File: src/core/fllrs_pkg.sv
package fllrs_pkg;

  // ---------------------------------------------------------------
  // register indexes (byte address = index * 4)
  // ---------------------------------------------------------------
  localparam logic [11:0] IDX_RATE_STATUS = 12'h212;
  localparam logic [11:0] IDX_LOOP_CTRL   = 12'h220;
  localparam logic [11:0] IDX_LOOP_DIV    = 12'h221;
  localparam logic [11:0] IDX_FRAC_NUM    = 12'h222;
  localparam logic [11:0] IDX_INT_MULT    = 12'h223;
  localparam logic [11:0] IDX_REF_DIV     = 12'h224;
  localparam logic [11:0] IDX_FRAC_DEN    = 12'h226;
  localparam logic [11:0] IDX_FRAC_MODE   = 12'h227;
  localparam logic [11:0] IDX_IRQ_STATUS  = 12'h230;
  localparam logic [11:0] IDX_IRQ_ENABLE  = 12'h231;
  localparam logic [11:0] IDX_IRQ_CLEAR   = 12'h232;
  localparam logic [11:0] IDX_EFF_MULT    = 12'h233;

  // ---------------------------------------------------------------
  // field positions and widths
  // ---------------------------------------------------------------
  localparam int unsigned LOOP_EN_BIT  = 0;
  localparam int unsigned OSC_EN_BIT   = 1;
  localparam int unsigned OUTDIV_LSB   = 8;
  localparam int unsigned OUTDIV_W     = 6;
  localparam int unsigned RATIO_LSB    = 0;
  localparam int unsigned RATIO_W      = 3;
  localparam int unsigned FRAC_W       = 16;
  localparam int unsigned INT_LSB      = 5;
  localparam int unsigned INT_W        = 10;
  localparam int unsigned REFDIV_LSB   = 3;
  localparam int unsigned REFDIV_W     = 2;
  localparam int unsigned FMODE_BIT    = 0;
  localparam int unsigned MULT_W       = 15;

  // ---------------------------------------------------------------
  // reset values and limits
  // ---------------------------------------------------------------
  localparam logic [1:0]  RST_LOOP_CTRL = 2'h0;
  localparam logic [5:0]  RST_OUTDIV    = 6'h00;
  localparam logic [2:0]  RST_RATIO     = 3'h0;
  localparam logic [15:0] RST_FRAC      = 16'h0000;
  localparam logic [9:0]  RST_INT       = 10'h000;
  localparam logic [1:0]  RST_REFDIV    = 2'h0;
  localparam logic [15:0] FMODE_RSVD    = 16'h0006;
  localparam logic [5:0]  OUTDIV_MIN    = 6'h03;

  // ---------------------------------------------------------------
  // rate error codes and rate field limits
  // ---------------------------------------------------------------
  localparam logic [3:0] RERR_NONE      = 4'h0;
  localparam logic [3:0] RERR_SR        = 4'h1;
  localparam logic [3:0] RERR_DIV       = 4'h2;
  localparam logic [3:0] RERR_BOTH_DIV  = 4'h3;
  localparam logic [3:0] RERR_DIV_SR    = 4'h4;
  localparam logic [3:0] RERR_96K_EN    = 4'h5;
  localparam logic [3:0] RERR_SYSTEM_CLOCK    = 4'h6;
  localparam logic [3:0] RERR_ASYNC_MIX = 4'h7;
  localparam logic [3:0] RERR_SHR_SR    = 4'h8;
  localparam logic [3:0] RERR_SHR_MIX   = 4'h9;
  localparam logic [3:0] SR_MAX         = 4'ha;
  localparam logic [3:0] SR_88K2        = 4'h9;
  localparam logic [3:0] CLKR_MAX       = 4'h9;
  localparam logic [3:0] CLKR_1408      = 4'h8;
  localparam logic [4:0] BDIV_MAX       = 5'h13;

  // ---------------------------------------------------------------
  // interrupt event bits
  // ---------------------------------------------------------------
  localparam int unsigned EV_W          = 4;
  localparam int unsigned EV_RATE_ERR   = 0;
  localparam int unsigned EV_OUTDIV_BAD = 1;
  localparam int unsigned EV_FRAC_MODE  = 2;
  localparam int unsigned EV_LOOP_ON    = 3;

endpackage

File: src/core/fllrs_rate_if.sv
`timescale 1ns/100ps
interface fllrs_rate_if;
  logic [1:0][3:0] sample_rate;
  logic [1:0][3:0] clk_ratio;
  logic [1:0][4:0] bclk_div;
  logic [1:0]      adc_en;
  logic [1:0]      dac_en;
  logic [1:0]      adc_div_set;
  logic [1:0]      dac_div_set;
  logic            same_source;
  logic            system_clock_aif;
  logic [3:0]      err_code;

  modport chk  (input  sample_rate, clk_ratio, bclk_div, adc_en, dac_en,
                       adc_div_set, dac_div_set, same_source, system_clock_aif,
                output err_code);
  modport ctrl (output sample_rate, clk_ratio, bclk_div, adc_en, dac_en,
                       adc_div_set, dac_div_set, same_source, system_clock_aif,
                input  err_code);
endinterface

File: src/core/fllrs_rate_check.sv
`timescale 1ns/100ps
module fllrs_rate_check
  import fllrs_pkg::*;
(
  fllrs_rate_if.chk rif
);

  // ---------------------------------------------------------------
  // per-interface checks
  // ---------------------------------------------------------------
  logic [1:0] bad_sr;
  logic [1:0] bad_div;
  logic [1:0] both_div;
  logic [1:0] div_sr;
  logic [1:0] en_96k;
  logic [1:0] bad_clk;
  logic [1:0] mixed;

  genvar i;
  generate
    for (i = 0; i < 2; i++) begin : g_aif
      assign bad_sr[i]   = rif.sample_rate[i] > SR_MAX;
      assign bad_div[i]  = rif.bclk_div[i] > BDIV_MAX;
      assign both_div[i] = rif.adc_div_set[i] & rif.dac_div_set[i];
      // the 1408 ratio only suits the 44.1kHz family
      assign div_sr[i]   = (rif.clk_ratio[i] == CLKR_1408) &&
                           !(rif.sample_rate[i] inside {4'h1, 4'h4, 4'h7,
                                                        4'h9});
      // high rates are playback only
      assign en_96k[i]   = (rif.sample_rate[i] >= SR_88K2) &
                           rif.adc_en[i];
      assign bad_clk[i]  = (rif.clk_ratio[i] == 4'h0) ||
                           (rif.clk_ratio[i] > CLKR_MAX);
      assign mixed[i]    = rif.adc_en[i] & rif.dac_en[i];
    end
  endgenerate

  wire async_mix = !rif.same_source && mixed[rif.system_clock_aif];
  wire shr_sr    = rif.same_source &&
                   (rif.sample_rate[0] != rif.sample_rate[1]);
  wire shr_mix   = rif.same_source && (mixed != 2'b00);

  // lowest code wins when several faults stand at once
  assign rif.err_code = (|bad_sr)   ? RERR_SR        : // RL1
                        (|bad_div)  ? RERR_DIV       : // RL2
                        (|both_div) ? RERR_BOTH_DIV  : // RL2
                        (|div_sr)   ? RERR_DIV_SR    : // RL2
                        (|en_96k)   ? RERR_96K_EN    : // RL2
                        (|bad_clk)  ? RERR_SYSTEM_CLOCK    : // RL3
                        async_mix   ? RERR_ASYNC_MIX : // RL3
                        shr_sr      ? RERR_SHR_SR    : // RL3
                        shr_mix     ? RERR_SHR_MIX   : // RL3
                                      RERR_NONE;     // RL1

endmodule

File: src/core/fllrs_ctrl.sv
// How it works
// RL1 - a 4-bit read-only rate error field reads 0000 for no error and 0001 for a bad sample rate.
// RL2 - codes 0010 to 0101 flag a bad divide, both divides set, a bad divide/rate pair and bad 96k enables.
// RL3 - codes 0110 to 1001 flag a bad system clock ratio, async mixed rates and shared-source clashes.
// RL4 - bit 1 of the loop control register starts the oscillator for free-running use.
// RL5 - software sets loop enable, bit 0, last, after every other loop field is written.
// RL6 - the 6-bit output divider in bits 13:8 divides the VCO by code plus one, codes below 3 reserved.
// RL7 - the VCO ratio in bits 2:0 selects 1, 2, 4, 8, or 16 for any code with the top bit set.
// RL8 - a 16-bit unsigned field is the fractional numerator of the reference multiply.
// RL9 - a 10-bit unsigned field in bits 14:5 is the integer reference multiplier.
// RL10 - a separate 16-bit field is the fractional denominator.
// RL11 - software sets fractional mode whenever the numerator is above zero.
// RL12 - software picks a reference divide of 1, 2, 4 or 8 to keep the divided reference at or below 13.5MHz.
// RL13 - the VCO runs at reference times integer plus fraction times ratio, the output at VCO over the divider.
`timescale 1ns/100ps
module fllrs_ctrl
  import fllrs_pkg::*;
(
  input  wire logic                  hclk,
  input  wire logic                  hresetn,
  input  wire logic                  hsel,
  input  wire logic [31:0]           haddr,
  input  wire logic [1:0]            htrans,
  input  wire logic                  hwrite,
  input  wire logic [2:0]            hsize,
  input  wire logic [31:0]           hwdata,
  input  wire logic                  hready,
  output logic      [31:0]           hrdata,
  output logic                       hreadyout,
  output logic                       hresp,
  input  wire logic [1:0][3:0]       aif_sample_rate,
  input  wire logic [1:0][3:0]       aif_clock_ratio,
  input  wire logic [1:0][4:0]       aif_bclk_div,
  input  wire logic [1:0]            aif_adc_en,
  input  wire logic [1:0]            aif_dac_en,
  input  wire logic [1:0]            aif_adc_div_set,
  input  wire logic [1:0]            aif_dac_div_set,
  input  wire logic                  aif_same_source,
  input  wire logic                  aif_system_clock_sel,
  input  wire logic                  ref_tick,
  input  wire logic                  vco_tick,
  output logic                       loop_primary_enable,
  output logic                       loop_oscillator_enable,
  output logic                       loop_output_tick,
  output logic      [4:0]            vco_ratio,
  output logic      [REFDIV_W-1:0]   reference_divider,
  output logic      [MULT_W-1:0]     loop_eff_mult,
  output logic      [3:0]            rate_error_code,
  output logic                       irq
);

  // ---------------------------------------------------------------
  // rate checker
  // ---------------------------------------------------------------
  fllrs_rate_if rif ();

  assign rif.sample_rate = aif_sample_rate;
  assign rif.clk_ratio   = aif_clock_ratio;
  assign rif.bclk_div    = aif_bclk_div;
  assign rif.adc_en      = aif_adc_en;
  assign rif.dac_en      = aif_dac_en;
  assign rif.adc_div_set = aif_adc_div_set;
  assign rif.dac_div_set = aif_dac_div_set;
  assign rif.same_source = aif_same_source;
  assign rif.system_clock_aif  = aif_system_clock_sel;

  fllrs_rate_check u_check (
    .rif (rif.chk)
  );

  // ---------------------------------------------------------------
  // registers
  // ---------------------------------------------------------------
  logic [1:0]            ctrl_q;
  logic [OUTDIV_W-1:0]   outdiv_q;
  logic [RATIO_W-1:0]    ratio_q;
  logic [FRAC_W-1:0]     theta_q;
  logic [INT_W-1:0]      nmul_q;
  logic [REFDIV_W-1:0]   refdiv_q;
  logic [FRAC_W-1:0]     lambda_q;
  logic                  fmode_q;
  logic [EV_W-1:0]       ist_q;
  logic [EV_W-1:0]       ien_q;
  logic [3:0]            rerr_q;
  logic                  wr_q;
  logic [11:0]           widx_q;
  logic [31:0]           hrdata_q;

  function automatic logic is_mapped(input logic [31:0] a);
    logic [11:0] idx;
    idx = a[13:2];
    return (a[31:14] == 18'h0) && (a[1:0] == 2'b00) &&
           (idx inside {IDX_RATE_STATUS, IDX_LOOP_CTRL, IDX_LOOP_DIV,
                        IDX_FRAC_NUM, IDX_INT_MULT, IDX_REF_DIV,
                        IDX_FRAC_DEN, IDX_FRAC_MODE, IDX_IRQ_STATUS,
                        IDX_IRQ_ENABLE, IDX_IRQ_CLEAR, IDX_EFF_MULT});
  endfunction

  // ---------------------------------------------------------------
  // ahb-lite slave: zero wait states, always OKAY
  // ---------------------------------------------------------------
  wire        take   = hsel & hready & htrans[1];
  wire        a_map  = is_mapped(haddr);
  wire [11:0] a_idx  = haddr[13:2];
  wire [15:0] wdat   = hwdata[15:0];

  wire wr_ctrl  = wr_q && (widx_q == IDX_LOOP_CTRL);
  wire wr_div   = wr_q && (widx_q == IDX_LOOP_DIV);
  wire wr_num   = wr_q && (widx_q == IDX_FRAC_NUM);
  wire wr_int   = wr_q && (widx_q == IDX_INT_MULT);
  wire wr_ref   = wr_q && (widx_q == IDX_REF_DIV);
  wire wr_den   = wr_q && (widx_q == IDX_FRAC_DEN);
  wire wr_fmode = wr_q && (widx_q == IDX_FRAC_MODE);
  wire wr_ien   = wr_q && (widx_q == IDX_IRQ_ENABLE);
  wire wr_iclr  = wr_q && (widx_q == IDX_IRQ_CLEAR);

  // write-only and unmapped words read as zero
  wire [15:0] rd_word =
    (a_idx == IDX_RATE_STATUS) ? {12'h000, rerr_q} :                // RL1
    (a_idx == IDX_LOOP_CTRL)   ? {14'h0000, ctrl_q} :
    (a_idx == IDX_LOOP_DIV)    ? {2'b00, outdiv_q, 5'h00, ratio_q} :
    (a_idx == IDX_FRAC_NUM)    ? theta_q :
    (a_idx == IDX_INT_MULT)    ? {1'b0, nmul_q, 5'h00} :
    (a_idx == IDX_REF_DIV)     ? {11'h000, refdiv_q, 3'h0} :
    (a_idx == IDX_FRAC_DEN)    ? lambda_q :
    (a_idx == IDX_FRAC_MODE)   ? (FMODE_RSVD | {15'h0000, fmode_q}) :
    (a_idx == IDX_IRQ_STATUS)  ? {12'h000, ist_q} :
    (a_idx == IDX_IRQ_ENABLE)  ? {12'h000, ien_q} :
    (a_idx == IDX_EFF_MULT)    ? {1'b0, loop_eff_mult} :
                                 16'h0000;

  always_ff @(posedge hclk or negedge hresetn) begin
    if (!hresetn) begin
      wr_q     <= 1'b0;
      widx_q   <= 12'h000;
      hrdata_q <= 32'h0000_0000;
    end else begin
      wr_q     <= take & hwrite & a_map;
      widx_q   <= a_idx;
      hrdata_q <= (take & !hwrite & a_map) ? {16'h0000, rd_word}
                                           : 32'h0000_0000;
    end
  end

  assign hrdata    = hrdata_q;
  assign hreadyout = 1'b1;
  assign hresp     = 1'b0;

  // ---------------------------------------------------------------
  // loop configuration
  // ---------------------------------------------------------------
  always_ff @(posedge hclk or negedge hresetn) begin
    if (!hresetn) begin
      ctrl_q   <= RST_LOOP_CTRL;
      outdiv_q <= RST_OUTDIV;
      ratio_q  <= RST_RATIO;
      theta_q  <= RST_FRAC;
      nmul_q   <= RST_INT;
      refdiv_q <= RST_REFDIV;
      lambda_q <= RST_FRAC;
      fmode_q  <= 1'b0;
      ien_q    <= '0;
    end else begin
      if (wr_ctrl)  ctrl_q   <= wdat[OSC_EN_BIT:LOOP_EN_BIT];    // RL4
      if (wr_div)   outdiv_q <= wdat[OUTDIV_LSB+:OUTDIV_W];      // RL6
      if (wr_div)   ratio_q  <= wdat[RATIO_LSB+:RATIO_W];        // RL7
      if (wr_num)   theta_q  <= wdat;                            // RL8
      if (wr_int)   nmul_q   <= wdat[INT_LSB+:INT_W];            // RL9
      if (wr_ref)   refdiv_q <= wdat[REFDIV_LSB+:REFDIV_W];      // RL12
      if (wr_den)   lambda_q <= wdat;                            // RL10
      if (wr_fmode) fmode_q  <= wdat[FMODE_BIT];                 // RL11
      if (wr_ien)   ien_q    <= wdat[EV_W-1:0];
    end
  end

  // ---------------------------------------------------------------
  // active copy, taken when the loop starts
  // ---------------------------------------------------------------
  // the copy is only loaded at start, so software must write every
  // other field before the enable; later edits wait for a restart, except the reference divide, which drives its pins at once
  logic                  run_q;
  logic [OUTDIV_W-1:0]   a_outdiv_q;
  logic [RATIO_W-1:0]    a_ratio_q;
  logic [FRAC_W-1:0]     a_theta_q;
  logic [INT_W-1:0]      a_nmul_q;
  logic [FRAC_W-1:0]     a_lambda_q;
  logic                  a_fmode_q;

  wire run_d   = |ctrl_q;                                        // RL4
  wire start   = run_d & !run_q;                                 // RL5
  wire en_rise = wr_ctrl & wdat[LOOP_EN_BIT] & !ctrl_q[LOOP_EN_BIT];

  always_ff @(posedge hclk or negedge hresetn) begin
    if (!hresetn) begin
      run_q      <= 1'b0;
      a_outdiv_q <= RST_OUTDIV;
      a_ratio_q  <= RST_RATIO;
      a_theta_q  <= RST_FRAC;
      a_nmul_q   <= RST_INT;
      a_lambda_q <= RST_FRAC;
      a_fmode_q  <= 1'b0;
    end else begin
      run_q <= run_d;
      if (start) begin                                           // RL5
        a_outdiv_q <= outdiv_q;
        a_ratio_q  <= ratio_q;
        a_theta_q  <= theta_q;
        a_nmul_q   <= nmul_q;
        a_lambda_q <= lambda_q;
        a_fmode_q  <= fmode_q;
      end
    end
  end

  // ---------------------------------------------------------------
  // multiplier: integer plus fractional carry, times vco ratio
  // ---------------------------------------------------------------
  function automatic logic [2:0] ratio_shift(input logic [2:0] r);
    return r[2] ? 3'h4 : {1'b0, r[1:0]};                         // RL7
  endfunction

  // decoded ratio is registered with the active copy so the pin is a flop
  logic [4:0] vratio_q;

  always_ff @(posedge hclk or negedge hresetn) begin
    if (!hresetn)
      vratio_q <= 5'h01;
    else if (start)
      vratio_q <= 5'h01 << ratio_shift(ratio_q);                 // RL7
  end

  logic [FRAC_W-1:0] acc_q;
  logic [MULT_W-1:0] mult_q;

  // fraction ignored in integer mode or with a zero denominator
  wire               frac_on = a_fmode_q && (a_lambda_q != 16'h0000);
  wire [FRAC_W:0]    acc_sum = {1'b0, acc_q} + {1'b0, a_theta_q};
  wire               carry   = frac_on && (acc_sum >= {1'b0, a_lambda_q});
  wire [FRAC_W:0]    acc_nxt = carry ? acc_sum - {1'b0, a_lambda_q}
                                     : acc_sum;
  wire [INT_W:0]     per_mul = {1'b0, a_nmul_q} + {10'h000, carry};
  wire [MULT_W-1:0]  mult_d  = MULT_W'({4'h0, per_mul}
                                       << ratio_shift(a_ratio_q));

  always_ff @(posedge hclk or negedge hresetn) begin
    if (!hresetn) begin
      acc_q  <= '0;
      mult_q <= '0;
    end else if (!run_d) begin
      acc_q  <= '0;
      mult_q <= '0;
    end else if (ref_tick & !start) begin
      acc_q  <= frac_on ? acc_nxt[FRAC_W-1:0] : '0;              // RL8
      mult_q <= mult_d;                                          // RL13
    end
  end

  // ---------------------------------------------------------------
  // output divider: one output tick per code+1 vco ticks
  // ---------------------------------------------------------------
  logic [OUTDIV_W-1:0] dcnt_q;
  logic                otick_q;

  wire div_ok = a_outdiv_q >= OUTDIV_MIN;                        // RL6
  wire wrap   = dcnt_q >= a_outdiv_q;

  always_ff @(posedge hclk or negedge hresetn) begin
    if (!hresetn) begin
      dcnt_q  <= '0;
      otick_q <= 1'b0;
    end else begin
      otick_q <= run_q & div_ok & vco_tick & wrap;               // RL13
      if (!run_q || start || !div_ok)
        dcnt_q <= '0;
      else if (vco_tick)
        dcnt_q <= wrap ? '0 : dcnt_q + 1'b1;                     // RL6
    end
  end

  // ---------------------------------------------------------------
  // events and interrupt; a new event beats a clear in one cycle
  // ---------------------------------------------------------------
  wire [3:0] rerr_d = rif.err_code;
  logic [EV_W-1:0] ev;
  logic            irq_q;

  always_comb begin
    ev                = '0;
    ev[EV_RATE_ERR]   = (rerr_d != RERR_NONE) && (rerr_d != rerr_q);
    ev[EV_OUTDIV_BAD] = start && (outdiv_q < OUTDIV_MIN);
    ev[EV_FRAC_MODE]  = en_rise && (theta_q != 16'h0000) && !fmode_q;
    ev[EV_LOOP_ON]    = en_rise;
  end

  wire [EV_W-1:0] clr = wr_iclr ? wdat[EV_W-1:0] : '0;

  always_ff @(posedge hclk or negedge hresetn) begin
    if (!hresetn) begin
      rerr_q <= RERR_NONE;
      ist_q  <= '0;
      irq_q  <= 1'b0;
    end else begin
      rerr_q <= rerr_d;                                          // RL1
      ist_q  <= (ist_q & ~clr) | ev;
      irq_q  <= |(((ist_q & ~clr) | ev) & ien_q);
    end
  end

  // ---------------------------------------------------------------
  // outputs
  // ---------------------------------------------------------------
  assign loop_primary_enable    = ctrl_q[LOOP_EN_BIT];
  assign loop_oscillator_enable = ctrl_q[OSC_EN_BIT];            // RL4
  assign loop_output_tick       = otick_q;
  assign vco_ratio              = vratio_q;
  assign reference_divider      = refdiv_q;
  assign loop_eff_mult          = mult_q;
  assign rate_error_code        = rerr_q;
  assign irq                    = irq_q;

endmodule

File: config.mk
export PLATFORM = sky130hd
export DESIGN_NAME = fllrs_ctrl
export DESIGN_NICKNAME = d
export VERILOG_FILES = /design/src/core/fllrs_pkg.sv /design/src/core/fllrs_rate_if.sv /design/src/core/fllrs_rate_check.sv /design/src/core/fllrs_ctrl.sv
export SDC_FILE = /design/constraint.sdc
export NUM_CORES = 1
export LEC_CHECK = 0
export ABC_AREA = 1
export BUFFER_PORTS_ARGS = -buffer_cell sky130_fd_sc_hd__buf_2
export CAP_MARGIN = 20
export CORE_AREA = 2 2 216 218
export CTS_BUF_LIST = sky130_fd_sc_hd__clkbuf_4
export CTS_CLUSTER_SIZE = 20
export DETAILED_ROUTE_END_ITERATION = 10
export DIE_AREA = 0 0 218 220
export HOLD_SLACK_MARGIN = 0.12
export PLACE_DENSITY_LB_ADDON = 0.2
export REMOVE_ABC_BUFFERS = 1
export SKIP_LAST_GASP = 1
export SYNTH_ARGS = -nofsm -noshare
export SYNTH_HDL_FRONTEND = slang
export SYNTH_SLANG_ARGS = --single-unit
File: constraint.sdc
create_clock -name hclk -period 5.05 [get_ports hclk]
set_clock_uncertainty 0.05 [all_clocks]
set_input_delay 0.505 -clock hclk [delete_from_list [all_inputs] [get_ports hclk]]
set_output_delay 0.505 -clock hclk [all_outputs]
set_load 0.01 [all_outputs]
# Yosys cells after proc, flatten, opt, wreduce, memory -nomap -nowiden
# Cells that the tools add are included.
dict set report classes {
  reduce_logical 55
  add_sub_neg 4
  shift 2
  order_cmp 13
  bitwise 23
  n_eq_ne 34
  mux 35
}
# op n
set op_table {}
lappend op_table {{$eq 12x10->1 const B} 21}
lappend op_table {{$mux 16} 12}
lappend op_table {{$mux 15} 6}
lappend op_table {{$mux 4} 10}
lappend op_table {{$reduce_bool 16->1} 2}
lappend op_table {{$logic_and 1x1->1} 22}
lappend op_table {{$and 1x1->1} 19}
lappend op_table {{$logic_not 18->1} 1}
lappend op_table {{$mux 6} 3}
lappend op_table {{$add 16x16->17} 1}
lappend op_table {{$ge 17x16->1} 1}
lappend op_table {{$eq 4x3->1 const B} 4}
lappend op_table {{$eq 4x4->1 const B} 4}
lappend op_table {{$gt 4x4->1 const B} 4}
lappend op_table {{$sub 16x16->16} 1}
lappend op_table {{$shl 11x3->15} 1}
lappend op_table {{$reduce_or 2->1} 7}
lappend op_table {{$reduce_bool 12->1} 1}
lappend op_table {{$reduce_bool 4->1} 3}
lappend op_table {{$add 10x1->11} 1}
lappend op_table {{$gt 5x5->1 const B} 2}
lappend op_table {{$logic_not 1->1} 9}
lappend op_table {{$and 4x4->4} 2}
lappend op_table {{$eq 4x1->1 const B} 2}
lappend op_table {{18 further kinds} 27}
dict set report word_totals {
  regBits 194
  wordCells 193
  out_inout_bits 64
  input_bits 112
}

# Longest topological paths before layout
# Gate-level depths: netlist of the first run.
dict set report logic_depth {
  ltp_word 17
  ltp_mapped 34
  ltp_nobuf 34
}

# Hierarchy
# From an unflattened synthesis of the first run, not the netlist that was laid out.
dict set report unflattened {
  cells_unflattened 1478
  area_unflattened_um2 11367.2
}
# mod cells_per_inst instances area_per_inst_um2 seq_area_each_um2
set by_module_without_submodules {}
lappend by_module_without_submodules {fllrs_ctrl 1375 1 10931.7 4855.9}
lappend by_module_without_submodules {fllrs_rate_check 103 1 435.4 0.0}

# Worst setup path after synthesis of the first run
# Ideal clock, no wire load.
dict set report synth_timing {
  path_kind {register -> register}
  startpoint {register a_theta_q[0]}
  endpoint {register mult_q[12], in the netlist loop_eff_mult[12]}
  setup_ns 0.121
  slack_ns 0.499
  stages_incl_launch_ff 28
  n_path_buf 0
  arrival_time_ns 4.380
  required_time_ns 4.879
  path_cell_list {dfrtp_1 -> ha_1 -> inv_1 -> fa_1 -> o21ai_1 -> a21oi_1 -> o21ai_0 -> a31oi_1 -> xor2_1 -> inv_1 -> ha_1 -> a21oi_1 -> o21ai_0 -> a221oi_1 -> nand2_1 -> nand2_2 -> nand2_4 -> nand2_4 -> inv_4 -> ha_1 -> inv_1 -> nor3_1 -> or2_2 -> nand2_1 -> inv_1 -> o21ai_0 -> o22ai_1 -> a22o_1}
}
dict set report synth_via {
  elab_chain_cells 7
}
# element line
set synth_rtl {}
lappend synth_rtl {{start, declared} fllrs_ctrl.sv:184} ;# logic [FRAC_W-1:0] a_theta_q;
lappend synth_rtl {{start signal, assigned} fllrs_ctrl.sv:207} ;# a_theta_q <= theta_q;
lappend synth_rtl {{$add 16x16->17} fllrs_ctrl.sv:237} ;# wire [FRAC_W:0] acc_sum = {1'b0, acc_q} + {1'b0, a_theta_q};
lappend synth_rtl {{$ge 17x16->1} fllrs_ctrl.sv:238} ;# wire carry = frac_on && (acc_sum >= {1'b0, a_lambda_q});
lappend synth_rtl {{$logic_and 1x1->1} fllrs_ctrl.sv:238}
lappend synth_rtl {{$add 10x1->11} fllrs_ctrl.sv:241} ;# wire [INT_W:0] per_mul = {1'b0, a_nmul_q} + {10'h000, carry};
lappend synth_rtl {{$shl 11x3->15} fllrs_ctrl.sv:242} ;# wire [MULT_W-1:0] mult_d = MULT_W'({4'h0, per_mul}
lappend synth_rtl {{$mux 15} fllrs_ctrl.sv:252} ;# end else if (ref_tick & !start) begin
lappend synth_rtl {{$mux 15} fllrs_ctrl.sv:249} ;# end else if (!run_d) begin
lappend synth_rtl {{end signal, assigned} fllrs_ctrl.sv:254} ;# mult_q <= mult_d;
lappend synth_rtl {{end, declared} fllrs_ctrl.sv:233} ;# logic [MULT_W-1:0] mult_q;
# Every way passes these cells. The select of a mux whose other input is x is not followed.
# A chain may end at the register's enable or synchronous reset.

# Worst setup path after layout of the first run
dict set report layout_timing {
  startpoint {register a_theta_q[4]}
  endpoint {register mult_q[10], in the netlist loop_eff_mult[10]}
}
# Same word-level chain as after synthesis.

==> out/metrics.csv, run 1 <==
stage,metric,value,unit
outcome,status,"finished, final reports clean",
synth,register area share after synthesis,0.4305,
power,sw frac,0.2919,
sta,Rel. slew slack,0.3458,
synth,Post-synth EDFFs,0,
floorplan,die area,47960,sq um
detailed_routing,DR pass1 iterations,5,
cts,clk_lat worst skew,0.63,ns
floorplan,die width,218,um
cts,clk buf depth,2,
power,VDD IR max,0.1275,mV
finish,non-filler instance count after layout,2276,
worst_setup_path,Crit Path Class,reg2reg,
cts,CTS buffer count,17,
detailed_routing,final WL,37.39,mm
cts,CTS Root Cell,clkbuf_4,
detailed_routing,Via density,4.467,
synth,synth warn,0,
sta,Max Clk Rate,0.2112,GHz
floorplan,starting density of the core,0.2459,
worst_setup_path,Setup crit end kind,flop,
sta,Final Cycle Share,0.9375,
worst_setup_path,worst-path maximum fanout,4,
cts,Clock Sinks,194,
placed_design,Port Buffers,133,
detailed_routing,WL per Instance,16.43,um
worst_setup_path,"slowest stage cell, crit path",dfrtp_1,
worst_setup_path,worst r2r src,a_theta_q[4],
synth,asr flop ratio synth,1.000,
global_route,grt ovf,0,
floorplan,std cell rows,79,
synth,Yosys reg bits,194,
power,Comb power frac,0.100,
synth,synthesized area,11280,sq um
power,P_leak,0.006998,uW
sta,actual slew at the worst max-slew pin,0.9813,ns
floorplan,Die Span Y,220,um
detailed_routing,via count,10170,
min_path,worst hold start,aif_same_source,
sta,setup_tns,0,ns
finish,Area Overhead vs Synth,20.43,%
worst_setup_path,Critical Path Source Type,flop,
worst_setup_path,CP Data Required Time,5.55,ns
global_route,initial antenna violation count,1,
floorplan,Top Ports,176,
sta,final hold viol count,0,
detailed_routing,Remaining DRCs,0,
floorplan,Core ar.,45860,sq um
finish,fillers,5105,
worst_setup_path,Arrival @ worst endpoint,5.24,ns
power,pwr dens,203.2,nW/um^2
global_route,pin count of the biggest net entering global routing,112,
sta,final setup fails,0,
min_path,Tightest Hold Check Type,in2reg,
job,max cap viols,0,
finish,share of layout cells above drive strength 1,0.1715,
sta,Slew Limit Fails,0,
placed_design,placed instance count,2206,
finish,most frequent cells in the layout,"362 x nand2_1, 207 x inv_1, 193 x dfrtp_1",
placed_design,Area after DPL,12830,sq um
detailed_routing,Routed Antenna Nets,0,
finish,fin area,13580,sq um
finish,nets,1810,
cts,clk slew on worst S/H paths,0.18,ns
finish,Util after Layout,0.2962,
detailed_routing,drt initial violations,631,
synth,Synth Flop Type,dfrtp_1,
cts,H-tree Lvls,4,
global_route,gr usage total,0.1594,
power,P_sw,805.6,uW
finish,"most common cell after layout, fill and taps aside",nand2_1,
placed_design,hpwl dp,29.13,mm
worst_setup_path,"slowest stage delay, CP",0.42,ns
power,clock network fraction of total power,0.315,
cts,CTS tree,yes,
placed_design,gpl congestion,0.8728,
global_route,first-pass GRT wire length,58.69,mm
global_route,vias in the first global route,10240,
synth,number of library cell types mapped by synthesis,59,
synth,syn_area_per_cell,7.758,sq um
power,part of the power in registers,0.585,
synth,Syn Inst Count,1454,
power,Pint,1955,uW
sta,Tmin final,4.734,ns
worst_setup_path,CP Launch Point,a_theta_q[4],
state kept, by name (all words and copies together), names as in the netlist, 2 cells and up:
signal and count:
a_nmul_q 10, hrdata 16, acc_q 16, reference_divider 2, ratio_q 3, ist_q 4
a_ratio_q 3, nmul_q 10, lambda_q 16, outdiv_q 6, a_theta_q 16, rate_error_code 4
dcnt_q 6, theta_q 16, loop_eff_mult 15, a_outdiv_q 6, a_lambda_q 16, widx_q 12
vco_ratio 5, ctrl_q 2, ien_q 4
layer usage:
metal / wire [um] / up-vias / global-route usage
met2: 17760 / 231 / 0.2668
met1: 17590 / 4803 / 0.2169
li1: - / 5110 / -
met4: 390 / 0 / 0.02880
met5: 0 / - / 0
met3: 1651 / 24 / 0.02774
stage by stage:
step | total power, uW | setup WS, ns | hold slack (ns)
6_report | 2760 | 0.3158 | 0.2052
3_3_place_gp | 1900 | 0.09563 | 0.4170
3_5_place_dp | 1904 | 0.1086 | 0.4236
4_1_cts | 2808 | 0.07654 | 0.1393
5_1_grt | 2906 | -0.009820 | 0.1758
2_1_floorplan | 1766 | 0.4526 | 0.1594
cell usage after synthesis, types with 8 or more instances:
cell      number  area [sq um]
nor2_1       105         394.1
nor4_1        10         62.56
ha_1          41         513.0
nand2_1      365          1370
o21ai_1       15         75.07
xor2_1        18         157.7
dfrtp_1      193          4830
nand3_1       71         355.3
buf_4         18         135.1
inv_1        208         780.8
a21oi_1       55         275.3
clkbuf_1      23         86.33
inv_2          8         30.03
o211ai_1      11         82.58
o21ai_0      142         710.7
xnor2_1       14         122.6
o221ai_1       9         78.83
nor3_1        16         80.08
nand4_1       24         150.1
cell families (layout without fill, tap and decap cells):
group | Yosys count | count (layout) | synth area share
fa+ha+maj | 43 | 43 | 0.04903
flops | 194 | 194 | 0.4305
xor+xnor | 32 | 32 | 0.02485
compound gates | 279 | 279 | 0.1415
other cells | 2 | 19 | 0.0006658
buf+inv | 264 | 462 | 0.09628
simple gates | 633 | 633 | 0.2509
mux | 7 | 7 | 0.006212
power by group through the flow:
| stage | clock, uW | sequential [uW] | combinational [uW] |
|---|---|---|---|
| 2_1_floorplan | 0 | 1640 | 128 |
| 6_report | 870 | 1620 | 275 |
| 5_1_grt | 968 | 1620 | 318 |
| 3_3_place_gp | 0 | 1640 | 257 |
| 3_5_place_dp | 0 | 1640 | 260 |
| 4_1_cts | 911 | 1620 | 281 |
path summary, 6_finish.rpt:
path | to | slack [ns] | depth (start not counted)
worst min register to register | a_theta_q[9] | 0.46 | 2
max in group asynchronous | a_theta_q[11] | 3.30 | 3
worst min-delay path | rate_error_code[3] | 0.21 | 5
min in group asynchronous | theta_q[5] | 0.50 | 2
worst max register to register | loop_eff_mult[10] | 0.32 | 32
worst max-delay path | loop_eff_mult[10] | 0.32 | 32
layout make-up:
type	count	area [sq um]	area share
well taps	607	759.5	0.05591
repair buffers	211	1338	0.09846
clock inverters	14	146.4	0.01078
flip-flops and latches	194	4856	0.3575
diodes	1	2.502	0.0001842
multi-input cells	1012	5522	0.4065
inverters	219	825.8	0.06079
clock buffers	18	135.1	0.009948
critical path, delay by kind of cell (launching register included):
family	cells	cell delay, ns
simple gates	14	1.41
compound gates	8	1.11
fa+ha+maj	3	0.81
buf+inv	6	0.61
flops	1	0.42
xor+xnor	1	0.25
what timing repair did:
| item | in CTS | in global routing |
|---|---|---|
| resized for setup | 0 | 31 |
| hold buffers | 31 | 0 |
| endpoints found under the hold margin | 160 | 0 |
| setup buffers | 0 | 6 |
| endpoints found under the setup margin | 0 | 14 |
No activity file was read; power rests on OpenSTA's default activity.
==> run 2: changes to the inputs <==
--- a/config.mk
+++ b/config.mk
@@ -5,14 +5,13 @@
 export SDC_FILE = /design/constraint.sdc
 export NUM_CORES = 1
 export LEC_CHECK = 0
-export ABC_AREA = 1
 export BUFFER_PORTS_ARGS = -buffer_cell sky130_fd_sc_hd__buf_2
 export CAP_MARGIN = 20
-export CORE_AREA = 2 2 216 218
+export CORE_AREA = 2 2 211 213
 export CTS_BUF_LIST = sky130_fd_sc_hd__clkbuf_4
 export CTS_CLUSTER_SIZE = 20
 export DETAILED_ROUTE_END_ITERATION = 10
-export DIE_AREA = 0 0 218 220
+export DIE_AREA = 0 0 213 215
 export HOLD_SLACK_MARGIN = 0.12
 export PLACE_DENSITY_LB_ADDON = 0.2
 export REMOVE_ABC_BUFFERS = 1
==> run 2 against run 1 <==
Compared with the run above:
- register-to-register slack worse by 0.12 ns
- clock power up 4.4%
- global-route usage down 0.49 points
- cell count down 15%
- combinational power up 36%
- worst setup slack worse by 0.12 ns
- sequential power up 2%
- maximum frequency down 2.4%
- power up 6.4%
- utilization up 0.76 points
- critical path depth down 5
- hold slack worse by 0.030 ns
- critical path type unchanged
- largest cell class unchanged
- largest power group unchanged
==> out/metrics.csv, run 2 <==
stage,metric,value,unit
worst_setup_path,Critical Path Source Type,flop,
cts,Clock Sinks,194,
finish,nets,1475,
sta,Tmin final,4.852,ns
power,VDD IR max,0.1046,mV
worst_setup_path,critical path's most frequent cell,a21oi_2,
synth,asr flop ratio synth,1.000,
power,pwr dens,221.6,nW/um^2
sta,final hold viol count,0,
cts,clk buf depth,2,
worst_setup_path,Crit Path Class,reg2reg,
detailed_routing,Routed Antenna Nets,0,
synth,synth warn,0,
sta,Max Clk Rate,0.2061,GHz
sta,final setup fails,0,
synth,synthesized area,10790,sq um
global_route,initial antenna violation count,2,
global_route,gr usage total,0.1545,
worst_setup_path,"slowest stage cell, crit path",dfrtp_1,
worst_setup_path,WP buf/inv,4,
detailed_routing,Via density,4.717,
floorplan,starting density of the core,0.2473,
placed_design,gpl congestion,0.8319,
placed_design,Area after DPL,12410,sq um
global_route,grt ovf,0,
cts,H-tree Lvls,4,
worst_setup_path,"slowest stage delay, CP",0.40,ns
finish,share of layout cells above drive strength 1,0.2641,
worst_setup_path,Arrival @ worst endpoint,5.34,ns
global_route,vias in the first global route,9227,
floorplan,die area,45800,sq um
sta,min setup slack post-route,0.1983,ns
sta,Rel. slew slack,0.2898,
global_route,pin count of the biggest net entering global routing,112,
power,PnR Total Power,2938,uW
synth,Synth top cells by count,"193 x dfrtp_1, 190 x nand2_1, 73 x mux2_2",
global_route,first-pass GRT wire length,53.96,mm
cts,CTS buffer count,17,
synth,syn_area_per_cell,9.662,sq um
worst_setup_path,worst-path maximum fanout,4,
cts,clk_lat worst skew,0.64,ns
synth,post-synth top area share,0.4475,
power,P_leak,0.006130,uW
finish,Area Overhead vs Synth,22.85,%
worst_setup_path,Setup crit end kind,flop,
synth,most area-hungry cell type in the Yosys netlist,dfrtp_1,
synth,number of library cell types mapped by synthesis,80,
synth,Synth area leaders,"dfrtp_1 45%, mux2_2 7.6%, nand2_1 6.6%",
detailed_routing,DR pass1 iterations,5,
floorplan,std cell rows,77,
finish,"most common cell after layout, fill and taps aside",dfrtp_1,
placed_design,pre-CTS worst setup slack,-0.1893,ns
sta,Slew Limit Fails,0,
sta,Final Cycle Share,0.9607,
worst_setup_path,Top Family by Delay on Critical Path,compound AO/OA/AOI/OAI gates,
outcome,status,"finished, final reports clean",
detailed_routing,Remaining DRCs,0,
floorplan,Core ar.,43640,sq um
floorplan,Die Span Y,215,um
detailed_routing,WL per Instance,18.16,um
synth,Syn Inst Count,1117,
finish,most frequent cells in the layout,"193 x dfrtp_1, 190 x nand2_1, 132 x buf_2",
synth,register area share after synthesis,0.4499,
min_path,Tightest Hold Check Type,in2reg,
sta,setup_tns,0,ns
floorplan,Top Ports,176,
detailed_routing,via count,9090,
sta,RSZ-0062 raised after global routing,true,
synth,Yosys reg bits,194,
cts,CTS tree,yes,
placed_design,hpwl dp,25.93,mm
worst_setup_path,CP Data Required Time,5.54,ns
synth,Synth Flop Type,dfrtp_1,
synth,top-count cell post-synth,dfrtp_1,
synth,Post-synth EDFFs,0,
floorplan,die width,213,um
job,max cap viols,0,
detailed_routing,drt initial violations,543,
sta,actual slew at the worst max-slew pin,1.061,ns
cts,clk slew on worst S/H paths,0.19,ns
detailed_routing,final WL,35.00,mm
cts,CTS Root Cell,clkbuf_4,
placed_design,Port Buffers,133,
finish,fin area,13260,sq um
==> run 2: kinds of logic (layout without fill, tap and decap cells) <==
logic type | Yosys count | count (layout) | share of synthesized area
mux | 93 | 93 | 0.09471
flops | 194 | 194 | 0.4499
buf+inv | 103 | 303 | 0.04255
fa+ha+maj | 43 | 43 | 0.05124
xor+xnor | 37 | 37 | 0.03003
simple gates | 386 | 386 | 0.1675
compound gates | 259 | 259 | 0.1633
other cells | 2 | 20 | 0.0006958
==> run 2: layer usage <==
metal  part of all wire  vias up  global-route usage
met3              0.041       15             0.02645
met4             0.0096        0             0.03054
li1                   -     4392                   -
met2               0.49      201              0.2605
met5                  0        -                   0
met1               0.46     4482              0.2073
==> run 2: final timing paths <==
path	slack, ns	end	cells past startpoint	startpoint
max	0.20	loop_eff_mult[5]	27	a_theta_q[0]
min	0.18	rate_error_code[0]	3	aif_bclk_div[2]
max reg2reg	0.20	loop_eff_mult[5]	27	a_theta_q[0]
min reg2reg	0.44	vco_ratio[0]	2	vco_ratio[0]
max in group asynchronous	3.26	acc_q[9]	3	hresetn
min in group asynchronous	0.48	hrdata[4]	2	hresetn
==> run 2: worst register-to-register path, stage by stage (launching register included) <==
cell	delay (ns)
dfrtp_1	0.40
ha_2	0.20
inv_2	0.04
fa_2	0.36
nor2b_4	0.16
o31ai_4	0.08
a2111oi_2	0.31
buf_4	0.18
buf_4	0.10
nor3_1	0.04
xnor2_1	0.21
ha_1	0.30
a21oi_2	0.16
o21ai_2	0.08
or3_1	0.36
a21oi_2	0.18
nor3_2	0.09
o21ai_2	0.17
inv_2	0.12
ha_4	0.19
nand4_1	0.10
xnor2_2	0.10
nor2_1	0.14
a21oi_2	0.05
nor2b_1	0.15
a211oi_1	0.19
a21oi_1	0.06
a22o_1	0.20
==> run 2: cell type report <==
cell class | count | area (sq um)
flip-flops and latches | 194 | 4856
inverters | 45 | 168.9
repair buffers | 226 | 1444
fillers | 4646 | 30380
diodes | 2 | 5.005
well taps | 592 | 740.7
multi-input cells | 836 | 5729
clock inverters | 15 | 187.7
clock buffers | 17 | 127.6
==> run 2: power breakdown <==
part	internal [uW]	switching, uW
Sequential	1600	57.4
Combinational	157	215
Clock	240	668
==> run 2: timing repair <==
item / in CTS / in global routing
endpoints found under the hold margin: 170 / 1
hold buffers: 26 / 1
resized for setup: 9 / 39
setup buffers: 1 / 9
pin swaps: 3 / 16
setup endpoints to repair: 11 / 14
==> run 2: per-stage QoR <==
step | util | hold slack [ns] | std cells
after CTS | 0.2983 | 0.1267 | 1915
final | 0.3038 | 0.1751 | 1927
after global placement | 0.2843 | 0.4147 | 1856
after global routing | 0.3037 | 0.1520 | 1926
after detailed placement | 0.2843 | 0.4138 | 1856
after floorplan | - | 0.1594 | 1075
==> run 3: changes to the inputs <==
--- a/config.mk
+++ b/config.mk
@@ -7,11 +7,11 @@
 export LEC_CHECK = 0
 export BUFFER_PORTS_ARGS = -buffer_cell sky130_fd_sc_hd__buf_2
 export CAP_MARGIN = 20
-export CORE_AREA = 2 2 211 213
+export CORE_AREA = 2 2 168 170
 export CTS_BUF_LIST = sky130_fd_sc_hd__clkbuf_4
 export CTS_CLUSTER_SIZE = 20
 export DETAILED_ROUTE_END_ITERATION = 10
-export DIE_AREA = 0 0 213 215
+export DIE_AREA = 0 0 170 172
 export HOLD_SLACK_MARGIN = 0.12
 export PLACE_DENSITY_LB_ADDON = 0.2
 export REMOVE_ABC_BUFFERS = 1
==> constraint.sdc (replaced) <==
create_clock -name hclk -period 5.05 [get_ports hclk]
set_clock_uncertainty 0.05 [all_clocks]
set_input_delay 0.505 -clock hclk [delete_from_list [all_inputs] [get_ports hclk]]
set_output_delay 0.505 -clock hclk [all_outputs]
set_load 0.005 [all_outputs]
==> run 3 against run 2 <==
Compared with the run above:
- combinational power down 5%
- maximum frequency up 0.25%
- count of clock-buffer cells in the layout unchanged
- largest power group unchanged
- via count up 1.4%
- worst setup slack better by 0.012 ns
- register-to-register slack about the same
- sequential power about the same
==> out/metrics.csv, run 3 (synthesis gave the netlist of run 2 again) <==
stage,metric,value,unit
outcome,status,"finished, final reports clean",
floorplan,die area,29240,sq um
sta,Final Cycle Share,0.9583,
detailed_routing,WL per Instance,19.14,um
detailed_routing,final WL,31.83,mm
cts,clk buf depth,2,
worst_setup_path,worst r2r src,a_theta_q[0],
global_route,gr usage total,0.2202,
floorplan,Core ar.,27480,sq um
cts,clk slew on worst S/H paths,0.18,ns
floorplan,std cell rows,61,
finish,fillers,2612,
worst_setup_path,Arrival @ worst endpoint,5.29,ns
job,max cap viols,0,
finish,share of layout cells above drive strength 1,0.2660,
cts,H-tree Lvls,4,
worst_setup_path,critical path's most frequent cell,o21ai_2,
floorplan,Die Span Y,172,um
worst_setup_path,Worst R2R End,loop_eff_mult[6],
sta,actual slew at the worst max-slew pin,1.138,ns
sta,min setup slack post-route,0.2104,ns
cts,CTS buffer count,17,
finish,nets,1458,
global_route,pin count of the biggest net entering global routing,108,
detailed_routing,DR pass1 iterations,6,
floorplan,Top Ports,176,
sta,setup_tns,0,ns
sta,Max Clk Rate,0.2066,GHz
sta,Rel. slew slack,0.2365,
placed_design,pre-CTS worst setup slack,-0.1235,ns
placed_design,Port Buffers,133,
min_path,hold depth,2,
global_route,met3 Usage GRT,0.03616,
sta,final setup fails,0,
finish,Seq. cell area,4856,sq um
global_route,vias in the first global route,9033,
finish,Util after Layout,0.4692,
sta,Tmin final,4.840,ns
min_path,Tightest Hold Check Type,in2reg,
power,P_leak,0.006060,uW
worst_setup_path,worst reg-to-reg path cell count,28,
power,pwr dens,225.2,nW/um^2
detailed_routing,via count,9219,
min_path,worst hold start,hwdata[4],
detailed_routing,Remaining DRCs,0,
finish,Area Overhead vs Synth,19.44,%
power,VDD IR max,0.1370,mV
global_route,first-pass GRT wire length,49.50,mm
floorplan,die width,170,um
global_route,met1 usage,0.2889,
global_route,GRT busiest layer,met2,
worst_setup_path,FF-to-FF setup slack,0.21,ns
finish,most frequent cells in the layout,"193 x dfrtp_1, 190 x nand2_1, 132 x buf_2",
worst_setup_path,Setup crit end kind,flop,
detailed_routing,Routed Antenna Nets,0,
cts,CTS Root Cell,clkbuf_4,
cts,CTS tree,yes,
detailed_routing,drt initial violations,638,
placed_design,hpwl dp,23.11,mm
floorplan,starting density of the core,0.3928,
worst_setup_path,worst-path maximum fanout,4,
cts,clk_lat worst skew,0.62,ns
global_route,grt ovf,0,
worst_setup_path,CP Data Required Time,5.50,ns
power,PnR Total Power,2904,uW
cts,Clock Sinks,194,
worst_setup_path,"slowest stage delay, CP",0.39,ns
finish,"most common cell after layout, fill and taps aside",dfrtp_1,
global_route,met2 GRT Util,0.3743,
sta,final hold viol count,0,
worst_setup_path,Crit Path Class,reg2reg,
min_path,Hold Path End,lambda_q[4],
placed_design,gpl congestion,0.8736,
worst_setup_path,"slowest stage cell, crit path",dfrtp_1,
worst_setup_path,Critical Path Source Type,flop,
detailed_routing,Via density,5.544,
global_route,initial antenna violation count,1,
sta,Slew Limit Fails,0,
finish,area taken by multi-input logic gates,5807,sq um
-- run 3: worst max path at each step --
stage                  from                to  slack [ns]  depth (start not counted)
4_1_cts        a_theta_q[0]  loop_eff_mult[5]        0.04                         27
2_1_floorplan  a_theta_q[0]  loop_eff_mult[5]       -0.09                         24
3_3_place_gp   a_theta_q[0]  loop_eff_mult[5]       -0.08                         25
6_report       a_theta_q[0]  loop_eff_mult[6]        0.21                         28
5_1_grt        a_theta_q[0]  loop_eff_mult[8]       -0.06                         27
3_5_place_dp       acc_q[0]  loop_eff_mult[5]       -0.12                         25
-- run 3: what timing repair did --
action	in CTS	in global routing
pin swaps	4	27
resized for setup	8	55
hold buffers	21	2
cloned	0	0
endpoints found under the setup margin	9	14
endpoints found under the hold margin	141	3
setup buffers	1	5
-- run 3: per-stage QoR --
stage,hold WS [ns],std cells,area (sq um)
floorplan,0.1594,1075,10560
global placement,0.4114,1601,12030
detailed placement,0.4129,1601,12030
CTS,0.1228,1655,12580
global route,0.1221,1663,12890
finish,0.1839,1663,12890
-- run 3: layout make-up --
type	count	share of cell area
Multi-Input combinational cell	836	0.4505
Sequential cell	194	0.3767
Timing Repair Buffer	209	0.1016
Tap cell	346	0.03358
Clock inverter	15	0.01446
Inverter	45	0.01310
Clock buffer	17	0.009900
Antenna cell	1	0.0001941
-- run 3: critical path: cells and delay by family (launching register included) --
family / cells / cell delay (ns)
xor gates and xnor gates: 2 / 0.37
DFF: 1 / 0.39
AOI/OAI and AO/OA: 12 / 1.57
adders and majority gates: 4 / 1.13
and+or+nand+nor: 7 / 0.94
buffers and inverters: 3 / 0.29
-- run 3: per-layer routing --
metal  vias up  share of wire
li1       4359              -
met1      4518           0.45
met2       303           0.48
met3        39          0.054
met4         0          0.020
met5         -              0
-- run 3: report_power, final --
part | switching (uW) | internal [uW]
Combinational | 204 | 152
Clock | 656 | 237
Sequential | 55.0 | 1600
